[src/pep_pkg.sv]
// Purpose: Shared constants for the parallel byte-wide memory host.
// Assumes: 40 MHz system clock; all times in ns, converted to cycles.
// Notes:   Least times and the access time round up to whole cycles, the byte load window rounds down.
package pep_pkg;

  // Bus geometry
  localparam int ADDR_W     = 15;
  localparam int DATA_W     = 8;
  localparam int PAGE_LSB   = 6;
  localparam int PAGE_BYTES = 64;
  localparam int TOG_BIT    = 6;
  localparam int SYNC_LAT   = 2;

  // Times as printed or chosen, in ns
  localparam int CLK_NS   = 25;
  localparam int T_SU_NS  = 50;
  localparam int T_WP_NS  = 100;
  localparam int T_HD_NS  = 50;
  localparam int T_ACC_NS = 200;
  localparam int T_BLC_NS = 100000;
  localparam int T_GLITCH_NS = 20;

  // Derived cycle counts
  localparam int SU_CYC  = (T_SU_NS + CLK_NS - 1) / CLK_NS;
  localparam int WP_CYC  = (T_WP_NS + CLK_NS - 1) / CLK_NS;
  localparam int HD_CYC  = (T_HD_NS + CLK_NS - 1) / CLK_NS;
  localparam int ACC_CYC = (T_ACC_NS + CLK_NS - 1) / CLK_NS;
  localparam int BLC_CYC = T_BLC_NS / CLK_NS;
  localparam int GUARD_CYC = 8;
  localparam int WR_END  = SU_CYC + WP_CYC + HD_CYC;
  localparam int RD_END  = ACC_CYC + SYNC_LAT + 1;
  localparam int OPEN_LIM = BLC_CYC - GUARD_CYC - SU_CYC - 1;
  localparam int POLL_AT  = BLC_CYC + GUARD_CYC;

  // Command sequence table slots
  localparam int       SEQ_N         = 9;
  localparam logic [3:0] SEQ_PROT_FIRST = 4'h0;
  localparam logic [3:0] SEQ_PROT_LAST  = 4'h2;
  localparam logic [3:0] SEQ_RST_FIRST  = 4'h3;
  localparam logic [3:0] SEQ_RST_LAST   = 4'h8;

  typedef enum logic [1:0] {OP_READ, OP_WRITE, OP_UNLOCK} pep_op_t;

endpackage

[src/pep_sync.sv]
// Purpose: Two-stage synchroniser for the inbound data pins.
// Assumes: Input changes asynchronously to clk_i.
// Notes:   First stage feeds only the second stage.
`timescale 1ns/1ps
`default_nettype none
module pep_sync #(
  parameter int W = 8
) (
  input  wire logic         clk_i,   // System clock
  input  wire logic         rst_i,   // Async reset, high
  input  wire logic [W-1:0] d_i,     // Asynchronous input
  output var  logic [W-1:0] q_o      // Synchronised output
);
  logic [W-1:0] meta;

  // Two flops, reset to zero
  always_ff @(posedge clk_i or posedge rst_i) begin
    if (rst_i) begin
      meta <= '0;
      q_o  <= '0;
    end else begin
      meta <= d_i;
      q_o  <= meta;
    end
  end
endmodule // pep_sync
`default_nettype wire

[src/pep_host.sv]
// Purpose: Host controller driving a byte-wide self-timed memory by pins.
// Assumes: 40 MHz clk_i; memory data lines return via mem_data_i.
// Notes:   Command port below; pins are registered, one cycle behind state.
`timescale 1ns/1ps
`default_nettype none
module pep_host
  import pep_pkg::*;
#(
  // Arbitrary neutral command sequence; slots 0-2 protect, 3-8 reset
  parameter logic [14:0] SEQ_ADDR [SEQ_N] = '{15'h0ACE, 15'h0531, 15'h0ACE,
    15'h0ACE, 15'h0531, 15'h0ACE, 15'h0ACE, 15'h0531, 15'h0ACE},
  parameter logic [7:0]  SEQ_DATA [SEQ_N] = '{8'h5A, 8'hA5, 8'h3C,
    8'h5A, 8'hA5, 8'hC3, 8'h5A, 8'hA5, 8'h69}
) (
  input  wire logic                  clk_i,           // 40 MHz clock
  input  wire logic                  rst_i,           // Async reset, high
  input  wire logic                  cmd_valid_i,     // Command offered
  input  wire pep_pkg::pep_op_t      cmd_op_i,        // Read/write/unlock
  input  wire logic [pep_pkg::ADDR_W-1:0] cmd_addr_i, // Byte address
  input  wire logic [pep_pkg::DATA_W-1:0] cmd_data_i, // Write data
  input  wire logic                  cmd_prot_i,      // Prefix protect seq
  input  wire logic                  cmd_last_i,      // Close page load
  output var  logic                  ready_o,         // Ready for a command
  output var  logic [pep_pkg::DATA_W-1:0] rd_data_o,  // Read result
  output var  logic                  rd_valid_o,      // Read result pulse
  output var  logic                  done_o,          // Programming over
  output var  logic                  busy_o,          // Not idle
  output var  logic [pep_pkg::ADDR_W-1:0] mem_addr_o, // byte_address pins
  output var  logic                  mem_ce_n_o,      // device_select_n
  output var  logic                  mem_oe_n_o,      // output_gate_n
  output var  logic                  mem_we_n_o,      // write_strobe_n
  output var  logic [pep_pkg::DATA_W-1:0] mem_data_o, // data_bus out
  input  wire logic [pep_pkg::DATA_W-1:0] mem_data_i, // data_bus in
  output var  logic                  mem_data_oe_n_o  // Low: host drives
);
  import pep_pkg::*;

  // Refuse timings the pin engine cannot honour
  if (WP_CYC * CLK_NS <= T_GLITCH_NS) begin : g_chk_wp
    $error("write strobe width too short");
  end
  if (OPEN_LIM < 1 || WR_END > 255 || RD_END > 255) begin : g_chk_cnt
    $error("cycle counts out of range");
  end

  typedef enum logic [2:0] {
    S_IDLE, S_SEQ, S_DATA, S_OPEN, S_READ, S_POLLA, S_POLLB
  } pep_state_t;

  pep_state_t         state, next_state;
  logic [3:0]         idx, next_idx, last_idx, next_last_idx;
  logic               then_data, next_then_data;
  logic               more_ok, next_more_ok;
  logic [6:0]         pcnt, next_pcnt;
  logic [ADDR_W-1:0]  addr_r, next_addr_r;
  logic [DATA_W-1:0]  data_r, next_data_r;
  logic [ADDR_W-PAGE_LSB-1:0] page_r, next_page_r;
  logic               tog_prev, next_tog_prev;
  logic [7:0]         cnt;
  logic [11:0]        tmr;
  logic [DATA_W-1:0]  data_sync;
  logic               acc_wr, acc_rd, acc_done, take, fits;
  logic               next_we_n;

  pep_sync #(.W(DATA_W)) u_sync (
    .clk_i (clk_i),
    .rst_i (rst_i),
    .d_i   (mem_data_i),
    .q_o   (data_sync)
  );

  // Access engine decode
  assign acc_wr   = (state == S_SEQ) || (state == S_DATA);
  assign acc_rd   = (state == S_READ) || (state == S_POLLA) ||
                    (state == S_POLLB);
  assign acc_done = acc_wr ? (cnt == 8'(WR_END - 1)) :
                    acc_rd ? (cnt == 8'(RD_END - 1)) : 1'b0;
  // A further byte must stay in the same page and plain
  assign fits = (cmd_op_i == OP_WRITE) && !cmd_prot_i &&
                (cmd_addr_i[ADDR_W-1:PAGE_LSB] == page_r);
  assign take = cmd_valid_i && ready_o &&
                ((state == S_IDLE) || ((state == S_OPEN) && fits));

  // Next-state logic for the command sequencer
  always_comb begin
    next_state     = state;
    next_idx       = idx;
    next_last_idx  = last_idx;
    next_then_data = then_data;
    next_more_ok   = more_ok;
    next_pcnt      = pcnt;
    next_addr_r    = addr_r;
    next_data_r    = data_r;
    next_page_r    = page_r;
    next_tog_prev  = tog_prev;
    unique case (state)
      S_IDLE: begin
        if (take) begin
          next_addr_r  = cmd_addr_i;
          next_data_r  = cmd_data_i;
          next_more_ok = !cmd_last_i;
          next_pcnt    = 7'h00;
          unique case (cmd_op_i)
            OP_READ:   next_state = S_READ;
            OP_WRITE: begin
              if (cmd_prot_i) begin
                next_idx       = SEQ_PROT_FIRST;
                next_last_idx  = SEQ_PROT_LAST;
                next_then_data = 1'b1;
                next_state     = S_SEQ;
              end else begin
                next_state = S_DATA;
              end
            end
            OP_UNLOCK: begin
              next_idx       = SEQ_RST_FIRST;
              next_last_idx  = SEQ_RST_LAST;
              next_then_data = 1'b0;
              next_state     = S_SEQ;
            end
            default: next_state = S_IDLE;
          endcase
        end
      end
      S_SEQ: begin
        // Sequence runs back to back, no other access between
        if (acc_done) begin
          if (idx == last_idx) begin
            next_state   = then_data ? S_DATA : S_OPEN;
            next_more_ok = then_data ? more_ok : 1'b0;
          end else begin
            next_idx = idx + 4'h1;
          end
        end
      end
      S_DATA: begin
        if (acc_done) begin
          next_pcnt   = pcnt + 7'h01;
          next_page_r = addr_r[ADDR_W-1:PAGE_LSB];
          next_state  = S_OPEN;
        end
      end
      S_OPEN: begin
        if (take) begin
          next_addr_r  = cmd_addr_i;
          next_data_r  = cmd_data_i;
          next_more_ok = !cmd_last_i;
          next_state   = S_DATA;
        end else if (tmr >= 12'(POLL_AT)) begin
          next_state = S_POLLA;
        end
      end
      S_READ: begin
        if (acc_done) next_state = S_IDLE;
      end
      S_POLLA: begin
        if (acc_done) begin
          next_tog_prev = data_sync[TOG_BIT];
          next_state    = S_POLLB;
        end
      end
      S_POLLB: begin
        // Stable bit 6 on two reads in a row means programming is over
        if (acc_done) begin
          next_tog_prev = data_sync[TOG_BIT];
          if (data_sync[TOG_BIT] == tog_prev) next_state = S_IDLE;
        end
      end
      default: next_state = S_IDLE;
    endcase
  end

  // Sequencer registers
  always_ff @(posedge clk_i or posedge rst_i) begin
    if (rst_i) begin
      state     <= S_IDLE;
      idx       <= 4'h0;
      last_idx  <= 4'h0;
      then_data <= 1'b0;
      more_ok   <= 1'b0;
      pcnt      <= 7'h00;
      addr_r    <= '0;
      data_r    <= '0;
      page_r    <= '0;
      tog_prev  <= 1'b0;
    end else begin
      state     <= next_state;
      idx       <= next_idx;
      last_idx  <= next_last_idx;
      then_data <= next_then_data;
      more_ok   <= next_more_ok;
      pcnt      <= next_pcnt;
      addr_r    <= next_addr_r;
      data_r    <= next_data_r;
      page_r    <= next_page_r;
      tog_prev  <= next_tog_prev;
    end
  end

  // Phase counter; restarting at zero forces a select gap per access
  always_ff @(posedge clk_i or posedge rst_i) begin
    if (rst_i) cnt <= 8'h00;
    else if (acc_done || !(acc_wr || acc_rd)) cnt <= 8'h00;
    else cnt <= cnt + 8'h01;
  end

  assign next_we_n = !(acc_wr && cnt >= 8'(SU_CYC) &&
                       cnt < 8'(SU_CYC + WP_CYC));

  // Time since last strobe fall; saturates
  always_ff @(posedge clk_i or posedge rst_i) begin
    if (rst_i) tmr <= 12'hFFF;
    else if (mem_we_n_o && !next_we_n) tmr <= 12'h000;
    else if (tmr != 12'hFFF) tmr <= tmr + 12'h001;
  end

  // Memory pins; gate stays high for whole write access
  always_ff @(posedge clk_i or posedge rst_i) begin
    if (rst_i) begin
      mem_ce_n_o      <= 1'b1;
      mem_oe_n_o      <= 1'b1;
      mem_we_n_o      <= 1'b1;
      mem_addr_o      <= '0;
      mem_data_o      <= '0;
      mem_data_oe_n_o <= 1'b1;
    end else begin
      mem_ce_n_o      <= !((acc_wr || acc_rd) && !acc_done);
      mem_oe_n_o      <= !(acc_rd && !acc_done);
      mem_we_n_o      <= next_we_n;
      mem_addr_o      <= (state == S_SEQ) ? SEQ_ADDR[idx] : addr_r;
      mem_data_o      <= (state == S_SEQ) ? SEQ_DATA[idx] : data_r;
      mem_data_oe_n_o <= !(acc_wr && !acc_done);
    end
  end

  // User-side status
  always_ff @(posedge clk_i or posedge rst_i) begin
    if (rst_i) begin
      ready_o    <= 1'b0;
      busy_o     <= 1'b0;
      done_o     <= 1'b0;
      rd_valid_o <= 1'b0;
      rd_data_o  <= '0;
    end else begin
      // Busy programming refuses new commands
      ready_o    <= (next_state == S_IDLE) ||
                    (next_state == S_OPEN && next_more_ok &&
                     next_pcnt < 7'(PAGE_BYTES) &&
                     tmr < 12'(OPEN_LIM - 1));
      busy_o     <= next_state != S_IDLE;
      done_o     <= (state == S_POLLB) && (next_state == S_IDLE);
      rd_valid_o <= (state == S_READ) && acc_done;
      if ((state == S_READ) && acc_done) rd_data_o <= data_sync;
    end
  end
endmodule // pep_host
`default_nettype wire

[config.mk]
export PLATFORM = sky130hd
export DESIGN_NAME = pep_host
export DESIGN_NICKNAME = d
export VERILOG_FILES = /design/src/pep_pkg.sv /design/src/pep_sync.sv /design/src/pep_host.sv
export SDC_FILE = /design/constraint.sdc
export NUM_CORES = 1
export LEC_CHECK = 0
export BUFFER_PORTS_ARGS = -buffer_cell sky130_fd_sc_hd__clkbuf_2
export CAP_MARGIN = 30
export CORE_MARGIN = 4
export CORE_UTILIZATION = 50
export CTS_CLUSTER_DIAMETER = 80
export DETAILED_ROUTE_END_ITERATION = 16
export GPL_TIMING_DRIVEN = 1
export PLACE_DENSITY = 0.77
export SLEW_MARGIN = 20
export SYNTH_ARGS = -nofsm -noshare
export SYNTH_HDL_FRONTEND = slang
export SYNTH_SLANG_ARGS = --single-unit
[constraint.sdc]
create_clock -name clk_i -period 8.2 [get_ports clk_i]
set_input_delay 0.82 -clock clk_i [delete_from_list [all_inputs] [get_ports clk_i]]
set_output_delay 0.82 -clock clk_i [all_outputs]
set_load 0.005 [all_outputs]
[Yosys cells after proc, flatten, opt, wreduce, memory -nomap -nowiden]
Memory sizes are Yosys's and may differ from the RTL's.
Cells that the tools add are included.
Storage, ports and cells
  bits in registers: 128
  bits in latches: 0
  memory bits (writable): 0
  memory bits (read-only): 368
  output and inout port bits: 39
  word-level logic and storage cells: 147
  memories: 2
Memory list
  (name not given): depth 16, width 15, read ports 1, clocked after Yosys merged registers in 0, wr ports 0, RTL line pep_host.sv:230  | mem_addr_o <= (state == S_SEQ) ? SEQ_ADDR[idx] : addr_r;
  (name not given): depth 16, width 8, read ports 1, clocked after Yosys merged registers in 0, wr ports 0, RTL line pep_host.sv:231  | mem_data_o <= (state == S_SEQ) ? SEQ_DATA[idx] : data_r;
Operators by class
  add/sub/neg operators: 4
  multipliers: 0
  divide/modulo/power cells: 0
  $lt $le $gt $ge: 6
  equal/unequal tests: 21
  shift-type cells: 0
  multiplexer cells: 43
  bitwise gates (word level): 1
  reductions and logical operators: 45
Operators with widths (number)
  15-bit two-way mux: 3
  8-bit two-way mux: 4
  3-bit two-way mux: 10
  12-bit two-way mux: 2
  4-bit case mux with 2 select lines: 3
  3-bit case mux with 7 select lines: 1
  4-bit two-way mux: 5
  1-bit logical AND: 16
  7-bit two-way mux: 2
  7-bit case mux with 2 select lines: 1
  12-bit by 1-bit adder with 12-bit output, second input constant: 1
  12-bit >= comparator, second input constant: 1
  12-bit < comparator, second input constant: 1
  12-bit inequality test, second input constant: 1
  3-bit by 2-bit == test with 1-bit output, second input constant: 3
  3-bit == test, second input constant: 3
  9-bit == test: 1
  3-bit case mux with 3 select lines: 1
  8-bit by 1-bit adder with 8-bit output, second input constant: 1
  8-bit by 3-bit == test with 1-bit output, second input constant: 1
  8-bit by 4-bit == test with 1-bit output, second input constant: 1
  8-bit by 2-bit >= comparator with 1-bit output, second input constant: 1
  1-bit zero test: 8
  8-bit by 3-bit < comparator with 1-bit output, second input constant: 1
  other kinds (25): 48

[Logic depth before layout (Yosys ltp)]
  depth in word-level cells: 13
  depth in mapped cells: 8
  gate-level depth less buffers: 8

[Cells and area by module]
From an unflattened synthesis, not the netlist that was laid out.
Second synthesis, totals
  cells, all modules: 449
  area total of the unflattened synthesis: 5292.6 um2
Modules (own cells, without submodules)
  pep_host: times used 1, cells each 432, area an instance 4888.4 um2
  pep_sync: times used 1, cells each 17, area an instance 404.1 um2

[Worst setup path before layout]
No wires, ideal clock.
  path type: reg-to-reg
  from: register cnt[1]
  to: register rd_data_o[0] in the netlist's numbering
  library setup time: 0.125 ns
  arrival: 2.285 ns
  data required time: 8.075 ns
  slack: 5.790 ns
  stages on the path, launching flop included: 9
  path buffers: 2
  period minus slack after synthesis: 2.410 ns
  path through: dfrtp_1 -> ha_1 -> nand2_1 -> or4_1 -> buf_2 -> a21o_1 -> or3_1 -> buf_4 -> mux2_4
Between the ends
  word-level cells in the longest chain between the ends: 4
  elaborated cells on any way between the ends: 5
  those cells by class: eq/ne: 2; mux: 2; reduce/logical: 1
Ends and longest elaborated chain
  from (decl): RTL line pep_host.sv:59  | logic [7:0] cnt;
  from (signal assigned): RTL line pep_host.sv:204  | else cnt <= cnt + 8'h01;
  8-bit by 4-bit == test with 1-bit output: RTL line pep_host.sv:77  | acc_rd ? (cnt == 8'(RD_END - 1)) : 1'b0;
  1-bit two-way mux: RTL line pep_host.sv:77
  1-bit two-way mux (*): RTL line pep_host.sv:76  | assign acc_done = acc_wr ? (cnt == 8'(WR_END - 1)) :
  1-bit logical AND (*): RTL line pep_host.sv:253  | if ((state == S_READ) && acc_done) rd_data_o <= data_sync;
  to (signal assigned): RTL line pep_host.sv:253
  to (decl): RTL line pep_host.sv:24  | output var logic [pep_pkg::DATA_W-1:0] rd_data_o,
Every way passes the cells marked *; elsewhere a longest branch is shown, timed or not.
A chain may end at the register's enable or synchronous reset.

[Worst setup path after layout]
  from: register cnt[1]
  to: register rd_data_o[2] in the netlist's numbering
Same word-level chain as after synthesis.

==> impl_metrics.toml <==
[status]
run_status = "finished clean"

[critical_path]
critical_path.max_fanout = 9
setup.worst_path.start = "cnt[1]"
reg2reg_setup_slack_ns = 5.43
kind_of_start_point_of_the_critical_path = "register"
r2r-start = "cnt[1]"
reg2reg_depth = 6
endpoint_kind = "register"
cp_cell_sequence = "ha_1, nand2_1, or4_1, a21o_1, or3_1, mux2_4"
worstReg2RegEnd = "rd_data_o[2]"
timing_worst_setup_path_type = "reg2reg"
critical-path-slowest-cell = "or4_1"
crit_path_max_incr_delay_ns = 0.60
critical_path_arrival_ns = 3.15
worst_ep_required_time_ns = 8.59

[final_layout]
diodes = 0
syn_to_final_growth_pct = 20.47
final_net_count = 616
multiInputGateArea_um2 = 2153
n_fill_cell = 794
final-seq-area_um2 = 3148
layout-drive-gt1-share_pct = 29.55

[pwr]
total_leakage_power_nw = 3.095
powerDensity_nw_per_um2 = 331.5
power.total_mw = 2.163
vdd_drop_max_v = 0.0001438

[placed_design]
place.port_buffers = 76
post-place-ws_ns = 5.292
post-dp-hpwl_mm = 7.617
gpl.final_weighted_congestion = 0.8532

[cts]
tritoncts_clock_tree = "yes"
cts_htree_levels = 4
cts_buffer_depth = 2
ctsResizeCount = 0
clock-sinks = 125
cts_hold_repair.buffers = 0
cts_setup_buffers = 0
clk_pin_slew_ns = 0.06
cts-buffers-inserted = 17
clock-root-buffer = "clkbuf_8"
worstSkewPairLatency_ns = 0.51

[floorplan]
io_pins = 77
die_height_um = 112.1
starting_density_of_the_core_pct = 52.00
placement_rows = 37
width_of_the_die_um = 112.1
design.core.area_um2 = 10420
dieArea_um2 = 12560

[worst_hold_path]
hold-path-cell-count = 0
timing.hold.worst_endpoint = "u_sync.q_o[7]"
worstHoldPathType = "reg2reg"
hold_path_startpoint = "u_sync.meta[7]"

[yosys]
synthesis.nets = 536
synth-warning-count = 0
syn-mean-instance-area_um2 = 11.05
synthCells = 490
synth_sequential_area_ratio_pct = 58.12
synth_edf_count = 0
synth_ff_type = "dfrtp_1"
ys_seq_elements = 125
cell_area_after_technology_mapping_um2 = 5416
distinct_cells_synth = 50
asyncSetResetFlopFracSynth_pct = 100.0

[global_routing]
grt_pass1_vias = 4010
antenna_found_initial = 0
largest_net_degree_at_the_start_of_global_routing = 66
grt_overflow_total = 0
grt_first_pass_wirelength_mm = 19.30
gr-usage-all-layers_pct = 18.95

[sta]
skew_ns = 0.01018
fin_crit_sh_pct = 33.75
worst_slew_margin_rel_pct = 28.65
setup_repair_after_global_routing_missed_its_margin = "false"
tns_ns = 0
report.final.slew_viol_count = 0
tightest_slew_ns = 1.043
layout_setup_ws_ns = 5.433
fmaxAchievable_ghz = 0.3613
setup_viol = 0
period_needed_ns = 2.767
final_hold_viol_count = 0

[flow_run]
cap_viol_max_count = 0

[routing]
first_pass_iters = 4
routed-via-count = 3878
detail_route.drc_violations = 0
avgViaCountPerCell = 5.401
drt.antenna.violating_nets = 0
drt_wl_total_mm = 11.39
post_drt_wl_per_cell_um = 15.86
drt_iter0_markers = 308
[layout by cell type, fill, tap and decap left out, types with 8 or more instances in the layout]
| cell type | netlist | final |
|---|---|---|
| dfrtp_1 | 109 | 109 |
| clkbuf_2 | 0 | 76 |
| nand2_1 | 57 | 57 |
| nor2_1 | 52 | 51 |
| mux2_2 | 25 | 25 |
| nand3_1 | 22 | 22 |
| xnor2_1 | 18 | 18 |
| clkbuf_16 | 0 | 16 |
| dfstp_2 | 16 | 16 |
| o21ai_0 | 15 | 15 |
| inv_1 | 15 | 14 |
| xor2_1 | 12 | 12 |
| nor3_1 | 11 | 11 |
| a21oi_1 | 9 | 9 |
| or3_1 | 8 | 8 |
| and3_1 | 8 | 8 |
| mux2_4 | 8 | 8 |
| ha_1 | 8 | 8 |
[cell usage after synthesis (2+ instances only)]
master / number / area (um^2)
a21oi_1: 9 / 45.04
or2_2: 6 / 37.54
a2111oi_0: 3 / 26.28
ha_1: 8 / 100.1
xor2_1: 12 / 105.1
o22ai_1: 2 / 12.51
and3_1: 8 / 50.05
xnor2_1: 18 / 157.7
a211oi_1: 4 / 30.03
nor4_1: 4 / 25.02
nand2_1: 57 / 214.0
dfstp_2: 16 / 420.4
nor3b_1: 3 / 22.52
a21o_1: 7 / 52.55
or3_1: 8 / 50.05
a31oi_1: 3 / 18.77
or4_1: 5 / 37.54
nor2b_1: 4 / 25.02
mux2_4: 8 / 120.1
nand3_1: 22 / 110.1
buf_2: 2 / 10.01
nor2_1: 52 / 195.2
nand4_1: 7 / 43.79
inv_1: 15 / 56.30
clkbuf_1: 16 / 60.06
o21a_1: 6 / 45.04
dfrtp_1: 109 / 2728
o31ai_1: 2 / 15.01
o211ai_1: 2 / 15.01
o2111ai_1: 2 / 17.52
nand2b_1: 3 / 18.77
nor3_1: 11 / 55.05
mux2_2: 25 / 281.5
o21ai_0: 15 / 75.07
[worst max-delay path by stage]
stage | cells past startpoint | to
after floorplan | 1 | addr_r[0]
after global placement | 6 | data_r[5]
after detailed placement | 7 | busy_o
after CTS | 6 | rd_data_o[2]
after global routing | 6 | rd_data_o[2]
final | 6 | rd_data_o[2]
[power breakdown]
| group | switching (mW) | internal (mW) | leakage (nW) | total, mW |
|---|---|---|---|---|
| Clock | 0.273 | 0.461 | 0.276 | 0.735 |
| Sequential | 0.121 | 0.786 | 1.52 | 0.908 |
| Combinational | 0.288 | 0.232 | 1.30 | 0.520 |
| Total | 0.683 | 1.48 | 3.10 | 2.16 |
[flip-flops by register name (all words and copies together) (netlist names), 2 cells and up]
| name | cells |
|---|---|
| addr_r | 15 |
| mem_addr_o | 15 |
| tmr | 12 |
| page_r | 9 |
| cnt | 8 |
| data_r | 8 |
| mem_data_o | 8 |
| rd_data_o | 8 |
| u_sync.meta | 8 |
| u_sync.q_o | 8 |
| pcnt | 7 |
| idx | 4 |
| state | 3 |
| last_idx | 2 |
[kinds of logic after synthesis]
| family | share of synthesized area [%] |
|---|---|
| compound gates | 7.854 |
| flops | 58.12 |
| buf+inv | 2.472 |
| xor+xnor | 4.851 |
| simple gates | 17.44 |
| mux | 7.415 |
| fa+ha+maj | 1.848 |
[through the flow]
stage | instance area [um^2] | util (%) | std cells | hold WS, ns
after floorplan | 5416 | - | 490 | 0.3312
after global placement | 5936 | 56.99 | 687 | 0.3335
after detailed placement | 5941 | 57.03 | 687 | 0.3364
after CTS | 6525 | 62.64 | 718 | 0.3484
after global routing | 6525 | 62.64 | 718 | 0.3539
final | 6525 | 62.64 | 718 | 0.3495
[cell type report]
| class | count | share of cell area, % |
|---|---|---|
| Sequential cell | 125 | 48.25 |
| Multi-Input combinational cell | 331 | 33.00 |
| Clock buffer | 17 | 6.347 |
| Timing Repair Buffer | 80 | 6.290 |
| Clock inverter | 14 | 2.608 |
| Tap cell | 136 | 2.608 |
| Inverter | 15 | 0.9012 |
[layer usage]
metal | global-route usage (%) | part of all wire [%] | vias up
li1 | - | - | 1860
met1 | 24.70 | 43 | 1887
met2 | 30.39 | 50 | 112
met3 | 4.744 | 5.2 | 19
met4 | 8.013 | 1.9 | 0
met5 | 0 | 0 | -
[worst max-delay path: cells and delay by family (launching register included)]
kind	cells	cell delay, ns
DFF	1	0.41
AOI/OAI and AO/OA	1	0.25
and+or+nand+nor	3	1.32
muxes	1	0.39
adders and majority gates	1	0.28
Power figures use the tool's default switching activity.
